==> config.mk <==
export PLATFORM = sky130hd
export DESIGN_NAME = dfmt_top
export DESIGN_NICKNAME = d
export VERILOG_FILES = /design/src/dfmt_fifo.v /design/src/dfmt_top.v
export VERILOG_INCLUDE_DIRS = /design/src
export SDC_FILE = /design/constraint.sdc
export NUM_CORES = 2
export LEC_CHECK = 0
export BUFFER_PORTS_ARGS = -buffer_cell sky130_fd_sc_hd__buf_2
export CAP_MARGIN = 10
export CORE_MARGIN = 8
export CORE_UTILIZATION = 58
export DETAILED_ROUTE_END_ITERATION = 8
export GPL_TIMING_DRIVEN = 0
export PLACE_DENSITY_LB_ADDON = 0.15
export SLEW_MARGIN = 0
export SYNTH_ARGS = -nofsm -noshare
export SYNTH_HDL_FRONTEND = slang
export SYNTH_SLANG_ARGS = --single-unit
==> constraint.sdc <==
create_clock -name core_clk_i -period 5.8 [get_ports core_clk_i]
set_clock_uncertainty 0.2 [all_clocks]
set_input_delay 1.16 -clock core_clk_i [delete_from_list [all_inputs] [get_ports core_clk_i]]
set_output_delay 1.16 -clock core_clk_i [all_outputs]
set_load 0.02 [all_outputs]
==> src/dfmt_defs.vh <==
// constants for the disparity result formatter
// Operation
// - rectification happens upstream first; pixels arrive already rectified
// - in stereo mode each output word carries left image pixel and disparity
// - disparity is the left-view horizontal offset to the right image match
// - the depth matrix is sent with every disparity map
// - disparity is 12-bit unsigned, low 4 bits are the fraction
// - invalid disparities are sent as all-ones code 0xFFF
// - every image and disparity pair carries timestamp and sequence number
// - microsecond timestamp from trigger time or frame arrival, by selection
// - network-sourced pairs pass incoming timestamp and sequence unchanged
// - time server mode counts microseconds since the Unix epoch
// - without sync the clock starts at zero at power up
// - external sync mode clears the clock on each sync rising edge
// - sync between capture and output gives negative timestamp
// - sync input shares trigger 1 pin, active only with that trigger off
`ifndef DFMT_DEFS_VH
`define DFMT_DEFS_VH
`define DFMT_DISP_W      12
`define DFMT_FRAC_W      4
`define DFMT_PIX_W       8
`define DFMT_INVALID     12'hFFF
`define DFMT_TS_W        64
`define DFMT_SEQ_W       32
`define DFMT_Q_W         32
`define DFMT_Q_N         16
`define DFMT_Q_IDX_W     4
`define DFMT_CLK_HZ      25000000
`define DFMT_US_HZ       1000000
`define DFMT_US_DIV      (`DFMT_CLK_HZ / `DFMT_US_HZ)
`define DFMT_DIV_W       5
`define DFMT_FIFO_DEPTH  8
`define DFMT_SYNC_NONE   2'h0
`define DFMT_SYNC_EXT    2'h1
`define DFMT_SYNC_NTP    2'h2
`define DFMT_TS_TRIG     1'b0
`define DFMT_TS_ARRIVE   1'b1
`endif

==> src/dfmt_fifo.v <==
// synchronous valid/ready fifo
`timescale 1ns/1ps
`default_nettype none
module dfmt_fifo #(
    parameter WIDTH = 8,
    parameter DEPTH = 8,
    parameter AW    = 3
) (
    input  wire             clk_i,     // clock
    input  wire             srst_i,    // sync reset
    input  wire             ce_i,      // clock enable
    input  wire [WIDTH-1:0] in_data_i, // write data
    input  wire             in_valid_i,// write request
    output wire             in_ready_o,// not full
    output wire [WIDTH-1:0] out_data_o,// head word
    output wire             out_valid_o,// not empty
    input  wire             out_ready_i // drain
);
    reg [WIDTH-1:0] mem [0:DEPTH-1];
    reg [AW:0]      wp_q;
    reg [AW:0]      rp_q;
    wire            full  = (wp_q[AW] != rp_q[AW]) && (wp_q[AW-1:0] == rp_q[AW-1:0]);
    wire            empty = (wp_q == rp_q);
    wire            wr    = ce_i && in_valid_i && !full;
    wire            rd    = ce_i && out_ready_i && !empty;
    assign in_ready_o  = !full;
    assign out_valid_o = !empty;
    assign out_data_o  = mem[rp_q[AW-1:0]];
    always @(posedge clk_i) begin
        if (wr) begin
            mem[wp_q[AW-1:0]] <= in_data_i;
        end
    end
    always @(posedge clk_i) begin
        if (srst_i) begin
            wp_q <= {(AW+1){1'b0}};
            rp_q <= {(AW+1){1'b0}};
        end else begin
            if (wr) begin
                wp_q <= wp_q + 1'b1;
            end
            if (rd) begin
                rp_q <= rp_q + 1'b1;
            end
        end
    end
endmodule // dfmt_fifo
`default_nettype wire

==> src/dfmt_top.v <==
// disparity result formatter: timestamp clock, frame tagging and pixel output
`timescale 1ns/1ps
`default_nettype none
`include "dfmt_defs.vh"
module dfmt_top (
    input  wire                    core_clk_i,     // 25 MHz clock
    input  wire                    srst_i,         // sync reset, high
    input  wire                    ce_i,           // clock enable
    input  wire [1:0]              sync_mode_i,    // none/external/time server
    input  wire                    ts_src_i,       // 0 trigger time, 1 arrival
    input  wire                    trig1_en_i,     // trigger 1 output enabled
    input  wire                    trig1_drv_i,    // trigger 1 level to drive
    input  wire                    trig1_pin_i,    // shared pin, input side
    output wire                    trig1_pin_o,    // shared pin, output side
    output wire                    trig1_pin_oe_o, // shared pin drive enable
    input  wire                    ntp_load_i,     // load time server value
    input  wire [`DFMT_TS_W-1:0]   ntp_us_i,       // us since epoch
    input  wire                    trig_i,         // camera trigger generated
    input  wire                    frame_start_i,  // first pixel of a pair
    input  wire                    net_src_i,      // pair came from network
    input  wire [`DFMT_TS_W-1:0]   net_ts_i,       // incoming timestamp
    input  wire [`DFMT_SEQ_W-1:0]  net_seq_i,      // incoming sequence
    input  wire                    q_we_i,         // depth matrix write
    input  wire [`DFMT_Q_IDX_W-1:0] q_idx_i,       // matrix element index
    input  wire [`DFMT_Q_W-1:0]    q_data_i,       // matrix element value
    input  wire                    pix_valid_i,    // pixel valid
    output wire                    pix_ready_o,    // pixel accepted
    input  wire [`DFMT_PIX_W-1:0]  pix_left_i,     // rectified left pixel
    input  wire [`DFMT_DISP_W-1:0] pix_disp_i,     // 12-bit fixed disparity
    input  wire                    pix_bad_i,      // post-process rejected
    input  wire                    pix_last_i,     // last pixel of the pair
    output reg                     hdr_valid_o,    // header pulse
    output reg  [`DFMT_TS_W-1:0]   hdr_ts_o,       // signed timestamp
    output reg  [`DFMT_SEQ_W-1:0]  hdr_seq_o,      // sequence number
    output reg  [`DFMT_Q_N*`DFMT_Q_W-1:0] hdr_q_o, // depth matrix
    output wire                    out_valid_o,    // pixel word valid
    input  wire                    out_ready_i,    // client drain
    output wire [`DFMT_PIX_W-1:0]  out_left_o,     // left pixel
    output wire [`DFMT_DISP_W-1:0] out_disp_o,     // disparity
    output wire                    out_last_o      // end of pair
);
    localparam FW = `DFMT_PIX_W + `DFMT_DISP_W + 1;

    reg  [`DFMT_TS_W-1:0]  us_q;
    reg  [`DFMT_DIV_W-1:0] div_q;
    reg                    sync_s0_q;
    reg                    sync_s1_q;
    reg                    sync_s2_q;
    reg  [`DFMT_TS_W-1:0]  trig_ts_q;
    reg                    trig_hit_q;
    reg  [`DFMT_TS_W-1:0]  trig_gap_q;
    reg  [`DFMT_TS_W-1:0]  cap_ts_q;
    reg                    sync_hit_q;
    reg  [`DFMT_TS_W-1:0]  at_sync_q;
    reg  [`DFMT_SEQ_W-1:0] seq_q;
    reg  [`DFMT_Q_W-1:0]   q_mem [0:`DFMT_Q_N-1];
    reg                    in_frame_q;
    reg                    hdr_pend_q;
    integer                k;

    wire ext_sync  = (sync_mode_i == `DFMT_SYNC_EXT) && !trig1_en_i;
    wire sync_rise = ext_sync && sync_s1_q && !sync_s2_q;
    wire us_tick   = (div_q == `DFMT_US_DIV - 1);
    wire [`DFMT_TS_W-1:0] ts_pick = (ts_src_i == `DFMT_TS_ARRIVE) ? us_q : trig_ts_q;

    // pin drives only while trigger 1 is on; otherwise it is the sync input
    assign trig1_pin_o    = trig1_drv_i;
    assign trig1_pin_oe_o = trig1_en_i;

    always @(posedge core_clk_i) begin
        if (srst_i) begin
            sync_s0_q <= 1'b0;
            sync_s1_q <= 1'b0;
            sync_s2_q <= 1'b0;
        end else if (ce_i) begin
            sync_s0_q <= trig1_pin_i;
            sync_s1_q <= sync_s0_q;
            sync_s2_q <= sync_s1_q;
        end
    end

    // microsecond clock; cleared at reset when no sync source loads it
    always @(posedge core_clk_i) begin
        if (srst_i) begin
            us_q  <= {`DFMT_TS_W{1'b0}};
            div_q <= {`DFMT_DIV_W{1'b0}};
        end else if (ce_i) begin
            if (sync_rise) begin
                us_q  <= {`DFMT_TS_W{1'b0}};
                div_q <= {`DFMT_DIV_W{1'b0}};
            end else if (ntp_load_i && sync_mode_i == `DFMT_SYNC_NTP) begin
                us_q  <= ntp_us_i;
                div_q <= {`DFMT_DIV_W{1'b0}};
            end else if (us_tick) begin
                us_q  <= us_q + 1'b1;
                div_q <= {`DFMT_DIV_W{1'b0}};
            end else begin
                div_q <= div_q + 1'b1;
            end
        end
    end

    // capture time of the pending pair, tracking sync edges until it leaves
    always @(posedge core_clk_i) begin
        if (srst_i) begin
            trig_ts_q  <= {`DFMT_TS_W{1'b0}};
            trig_hit_q <= 1'b0;
            trig_gap_q <= {`DFMT_TS_W{1'b0}};
            cap_ts_q   <= {`DFMT_TS_W{1'b0}};
            sync_hit_q <= 1'b0;
            at_sync_q  <= {`DFMT_TS_W{1'b0}};
        end else if (ce_i) begin
            // a sync edge while waiting for the frame of a trigger also counts
            if (trig_i) begin
                trig_ts_q  <= us_q;
                trig_hit_q <= 1'b0;
            end else if (sync_rise) begin
                trig_hit_q <= 1'b1;
                trig_gap_q <= trig_hit_q ? trig_gap_q + us_q : us_q - trig_ts_q;
            end
            if (frame_start_i && !in_frame_q) begin
                cap_ts_q <= ts_pick;
                if (ts_src_i == `DFMT_TS_TRIG && trig_hit_q) begin
                    sync_hit_q <= 1'b1;
                    at_sync_q  <= trig_gap_q;
                end else begin
                    sync_hit_q <= 1'b0;
                end
            end else if (sync_rise) begin
                // clock restarted at the last edge, so intervals accumulate
                sync_hit_q <= 1'b1;
                at_sync_q  <= sync_hit_q ? at_sync_q + us_q : us_q - cap_ts_q;
            end
        end
    end

    always @(posedge core_clk_i) begin
        if (q_we_i && ce_i) begin
            q_mem[q_idx_i] <= q_data_i;
        end
    end

    wire fifo_ready;
    wire take = pix_valid_i && fifo_ready && ce_i;
    assign pix_ready_o = fifo_ready;

    // header pulse two cycles after pair start is seen; pixels stream through the fifo independently
    always @(posedge core_clk_i) begin
        if (srst_i) begin
            seq_q       <= {`DFMT_SEQ_W{1'b0}};
            in_frame_q  <= 1'b0;
            hdr_pend_q  <= 1'b0;
            hdr_valid_o <= 1'b0;
            hdr_ts_o    <= {`DFMT_TS_W{1'b0}};
            hdr_seq_o   <= {`DFMT_SEQ_W{1'b0}};
            hdr_q_o     <= {(`DFMT_Q_N*`DFMT_Q_W){1'b0}};
        end else if (ce_i) begin
            hdr_valid_o <= 1'b0;
            if (frame_start_i && !in_frame_q) begin
                in_frame_q <= 1'b1;
                hdr_pend_q <= 1'b1;
            end
            if (hdr_pend_q) begin
                hdr_pend_q  <= 1'b0;
                hdr_valid_o <= 1'b1;
                for (k = 0; k < `DFMT_Q_N; k = k + 1) begin
                    hdr_q_o[k*`DFMT_Q_W +: `DFMT_Q_W] <= q_mem[k];
                end
                if (net_src_i) begin
                    hdr_ts_o  <= net_ts_i;
                    hdr_seq_o <= net_seq_i;
                end else begin
                    hdr_ts_o  <= sync_hit_q ? (~at_sync_q + 1'b1) : cap_ts_q;
                    hdr_seq_o <= seq_q;
                    seq_q     <= seq_q + 1'b1;
                end
            end
            if (take && pix_last_i) begin
                in_frame_q <= 1'b0;
            end
        end
    end

    // upstream delivers rectified, left-view horizontal disparities
    wire [`DFMT_DISP_W-1:0] disp_enc = pix_bad_i ? `DFMT_INVALID : pix_disp_i;
    wire [FW-1:0]           fifo_out;

    dfmt_fifo #(
        .WIDTH (FW),
        .DEPTH (`DFMT_FIFO_DEPTH),
        .AW    (3)
    ) u_fifo (
        .clk_i       (core_clk_i),
        .srst_i      (srst_i),
        .ce_i        (ce_i),
        .in_data_i   ({pix_last_i, pix_left_i, disp_enc}),
        .in_valid_i  (pix_valid_i),
        .in_ready_o  (fifo_ready),
        .out_data_o  (fifo_out),
        .out_valid_o (out_valid_o),
        .out_ready_i (out_ready_i)
    );

    assign out_disp_o = fifo_out[`DFMT_DISP_W-1:0];
    assign out_left_o = fifo_out[`DFMT_DISP_W +: `DFMT_PIX_W];
    assign out_last_o = fifo_out[FW-1];
endmodule // dfmt_top
`default_nettype wire

==> flow_metrics.tcl <==
set metrics [dict create \
    syn_avg_cell_area_um2 9.52 \
    synthCells 7594 \
    power_uw 26200 \
    path_max_fanout 7 \
    die_area_um2 136000 \
    worst_pin_slew_ns 1.37 \
    fin_tns_setup_ns 0 \
    p_comb_share_pct 9.1 \
    fin_ws_ns 0.0941 \
    finalNonFillerCells 10500 \
    cts_tree "done" \
    critical_path_class "register to register" \
    crit_path_start_kind "register" \
    critical-path-top-delay-family "simple AND/OR/NAND/NOR gates" \
    slew-limit-headroom_pct 8.83 \
    netSwitchingFraction_pct 25.7 \
    final_cell_area_um2 85500 \
    grt_start_max_net_pins 33 \
    vias 65500 \
    initialDrtViolationCount 8398 \
    insertion_delay_ns 0.83 \
    cts_buffers 168 \
    min_path_type "register to register" \
    final-setup-viol-count 0 \
    ys_ff_latch 1664 \
    max_stage_delay_ns 0.56 \
    clockPowerShare_pct 43.1 \
    grt_pass1_vias 62000 \
    dp.cells 10100 \
    start_util_pct 58.5 \
    drc 0 \
    r2r_start "cap_ts_q[35]" \
    p_per_area_nw_per_um2 306 \
    synth.distinct_cells 83 \
    vias_per_cell 6.24 \
    fmax_ghz 0.175 \
    area_delta_synth_final_pct 18.3 \
    critical_path.startpoint "cap_ts_q[35]" \
    endpoint_kind "register" \
    nNetsFinal 9047 \
    cts.sinks 1664 \
    drt_pass1_iterations 6 \
    synth_nets 7976 \
    internal_power_uw 19500 \
    placed_cell_area_um2 79200 \
    maxCapViolations 0 \
    power.switching_uw 6720 \
    async_flop_share_pct 0 \
    synth_top_area_share_pct 28.2 \
    arrival_ns 6.18 \
    cp_slowest_cell "or4_1" \
    fin_crit_sh_pct 98.4 \
    clkTransAtPathRegs_ns 0.07 \
    die_width_um 369 \
    h-tree-depth 4 \
    totalWireLength_um 296000 \
    grt_pass1_wl_um 417000 \
    cp_data_required_time_ns 6.27 \
    dp_worst_setup_slack_ns -0.961 \
    gp_congestion 1.01 \
    ios 868 \
    clock-root-buffer "clkbuf_16" \
    pwr-share-seq_pct 47.8 \
    synth_edf_count 680 \
    die_h_um 369 \
    ys_top_cells_by_area "edfxtp_1 28%, dfxtp_1 27%, nand2_1 9.4%" \
    portBuffers 865 \
    min_from "hdr_ts_o[22]" \
    n_fill_cell 9665 \
    rows 129 \
    seq_area_frac_synth_pct 55.5 \
    drv_slew 0 \
    core_um2 124000 \
    rsz0062_at_grt "true" \
    crit_chain "buf_6 -> or4_4 -> or3_4 -> or4_1 -> or4_1 -> buf_2 -> or3_1 -> nor2_1 -> xor2_1 -> o21ai_0 -> ha_2 -> buf_4 -> nand4_1 -> or4_1 -> a21oi_1 -> o21ai_1 -> xnor2_1 -> o22ai_1" \
    peakVddDrop_mv 0.339 \
    routedWlPerCell_um 28.2 \
    layout_commonest_cell "nand2_1" \
    fin_crit_ns 5.71 \
    drive_gt1_share_pct 15.7 \
    clk_path_buf_depth 3 \
    hpwl_um 222000 \
    cp_common_cell "or4_1" \
    final_cell_mix "1811 x nand2_1, 983 x dfxtp_1, 931 x a21oi_1" \
    netlist_area_um2 72300 \
    gr-total-overflow 0 \
    critPathBufInv 3 \
    postRouteAntennaNets 0 \
    antenna_found_initial 52 \
    grt_usage_pct 41.4 \
    status "finished, final reports clean" \
    synth_top_cell_by_area "edfxtp_1" \
    p_leak_uw 0.0327 \
    ys.flop_type "dfxtp_1" \
    hold_viol 0 \
    yosysWarnings 0 \
]
through the flow:
stage	hold slack, ns	util [%]
after floorplan	0.240	-
after global placement	0.236	63.6
after detailed placement	0.240	64.1
after CTS	0.248	68.9
after global routing	0.266	69.1
final	0.250	69.2
layer usage:
layer | global-route usage [%] | share of wire, % | up-vias
met5 | 0 | 0 | -
met4 | 30.1 | 8.5 | 0
met3 | 12.5 | 11 | 1016
met2 | 65.5 | 46 | 4150
met1 | 47.8 | 34 | 31300
li1 | - | - | 29000
cells by family after synthesis:
kind of cell / after synthesis / synth area share (%)
AOI/OAI and AO/OA: 1832 / 14.4
xor gates and xnor gates: 301 / 3.66
adders and majority gates: 148 / 2.58
buffers and inverters: 555 / 2.93
DFF: 1664 / 55.5
muxes: 225 / 3.88
and+or+nand+nor: 2869 / 17.1
power groups by stage:
stage	Combinational (µW)	Sequential, µW	Clock, µW
2_1_floorplan	1200	12800	0
3_3_place_gp	2230	12700	0
3_5_place_dp	2270	12800	0
4_1_cts	2300	12500	11300
5_1_grt	2530	12500	11800
6_report	2390	12500	11300
registers in the layout (all words and copies together) (netlist names), 64 cells and up, named ones only:
name,cells
hdr_ts_o,64
cap_ts_q,64
trig_gap_q,64
u_fifo.mem,168
trig_ts_q,64
q_mem,512
hdr_q_o,512
at_sync_q,64
us_q,64
cell usage after synthesis (all sizes together), types with 54 or more instances:
cell / count
o21ai: 429
and3: 54
nor3: 129
nor2: 427
a211oi: 119
mux2i: 159
clkbuf: 449
xnor2: 146
a21o: 80
nand3: 78
dfxtp: 984
nand4: 74
ha: 146
nand2: 1812
edfxtp: 680
a21oi: 937
xor2: 155
inv: 60
worst reg2reg max path: stages (launching register included):
cell and delay [ns]:
dfxtp_1 0.31, buf_6 0.13, or4_4 0.55, or3_4 0.38, or4_1 0.50, or4_1 0.41
buf_2 0.19, or3_1 0.39, nor2_1 0.14, xor2_1 0.15, o21ai_0 0.16, ha_2 0.45
buf_4 0.16, nand4_1 0.13, or4_1 0.56, a21oi_1 0.31, o21ai_1 0.19, xnor2_1 0.18
o22ai_1 0.09
repair_timing:
action | 4_1_cts | 5_1_grt
buffers inserted | 7 | 9
gates cloned | 0 | 0
hold buffers | 0 | 0
pin swaps | 5 | 12
gates resized for setup | 32 | 54
endpoints found under the setup margin | 54 | 35
hold endpoints to repair | 0 | 0
cell type report:
type	instances	area, µm²	area share [%]
clock inverters	90	1040	1.22
well taps	1637	2050	2.40
diodes	44	110	0.129
multi-input cells	5375	30500	35.7
plain buffers	484	1860	2.17
clock buffers	224	4680	5.47
flip-flops and latches	1664	40100	46.9
repair buffers	912	4910	5.74
inverters	60	225	0.263
worst paths after layout:
| kind | endpoint | slack, ns | depth (start not counted) |
|---|---|---|---|
| worst max-delay path | at_sync_q[63] | 0.09 | 18 |
| worst min-delay path | hdr_ts_o[22] | 0.25 | 2 |
| worst max register to register | at_sync_q[63] | 0.09 | 18 |
| worst min register to register | hdr_ts_o[22] | 0.25 | 2 |
Power figures use the tool's default switching activity.
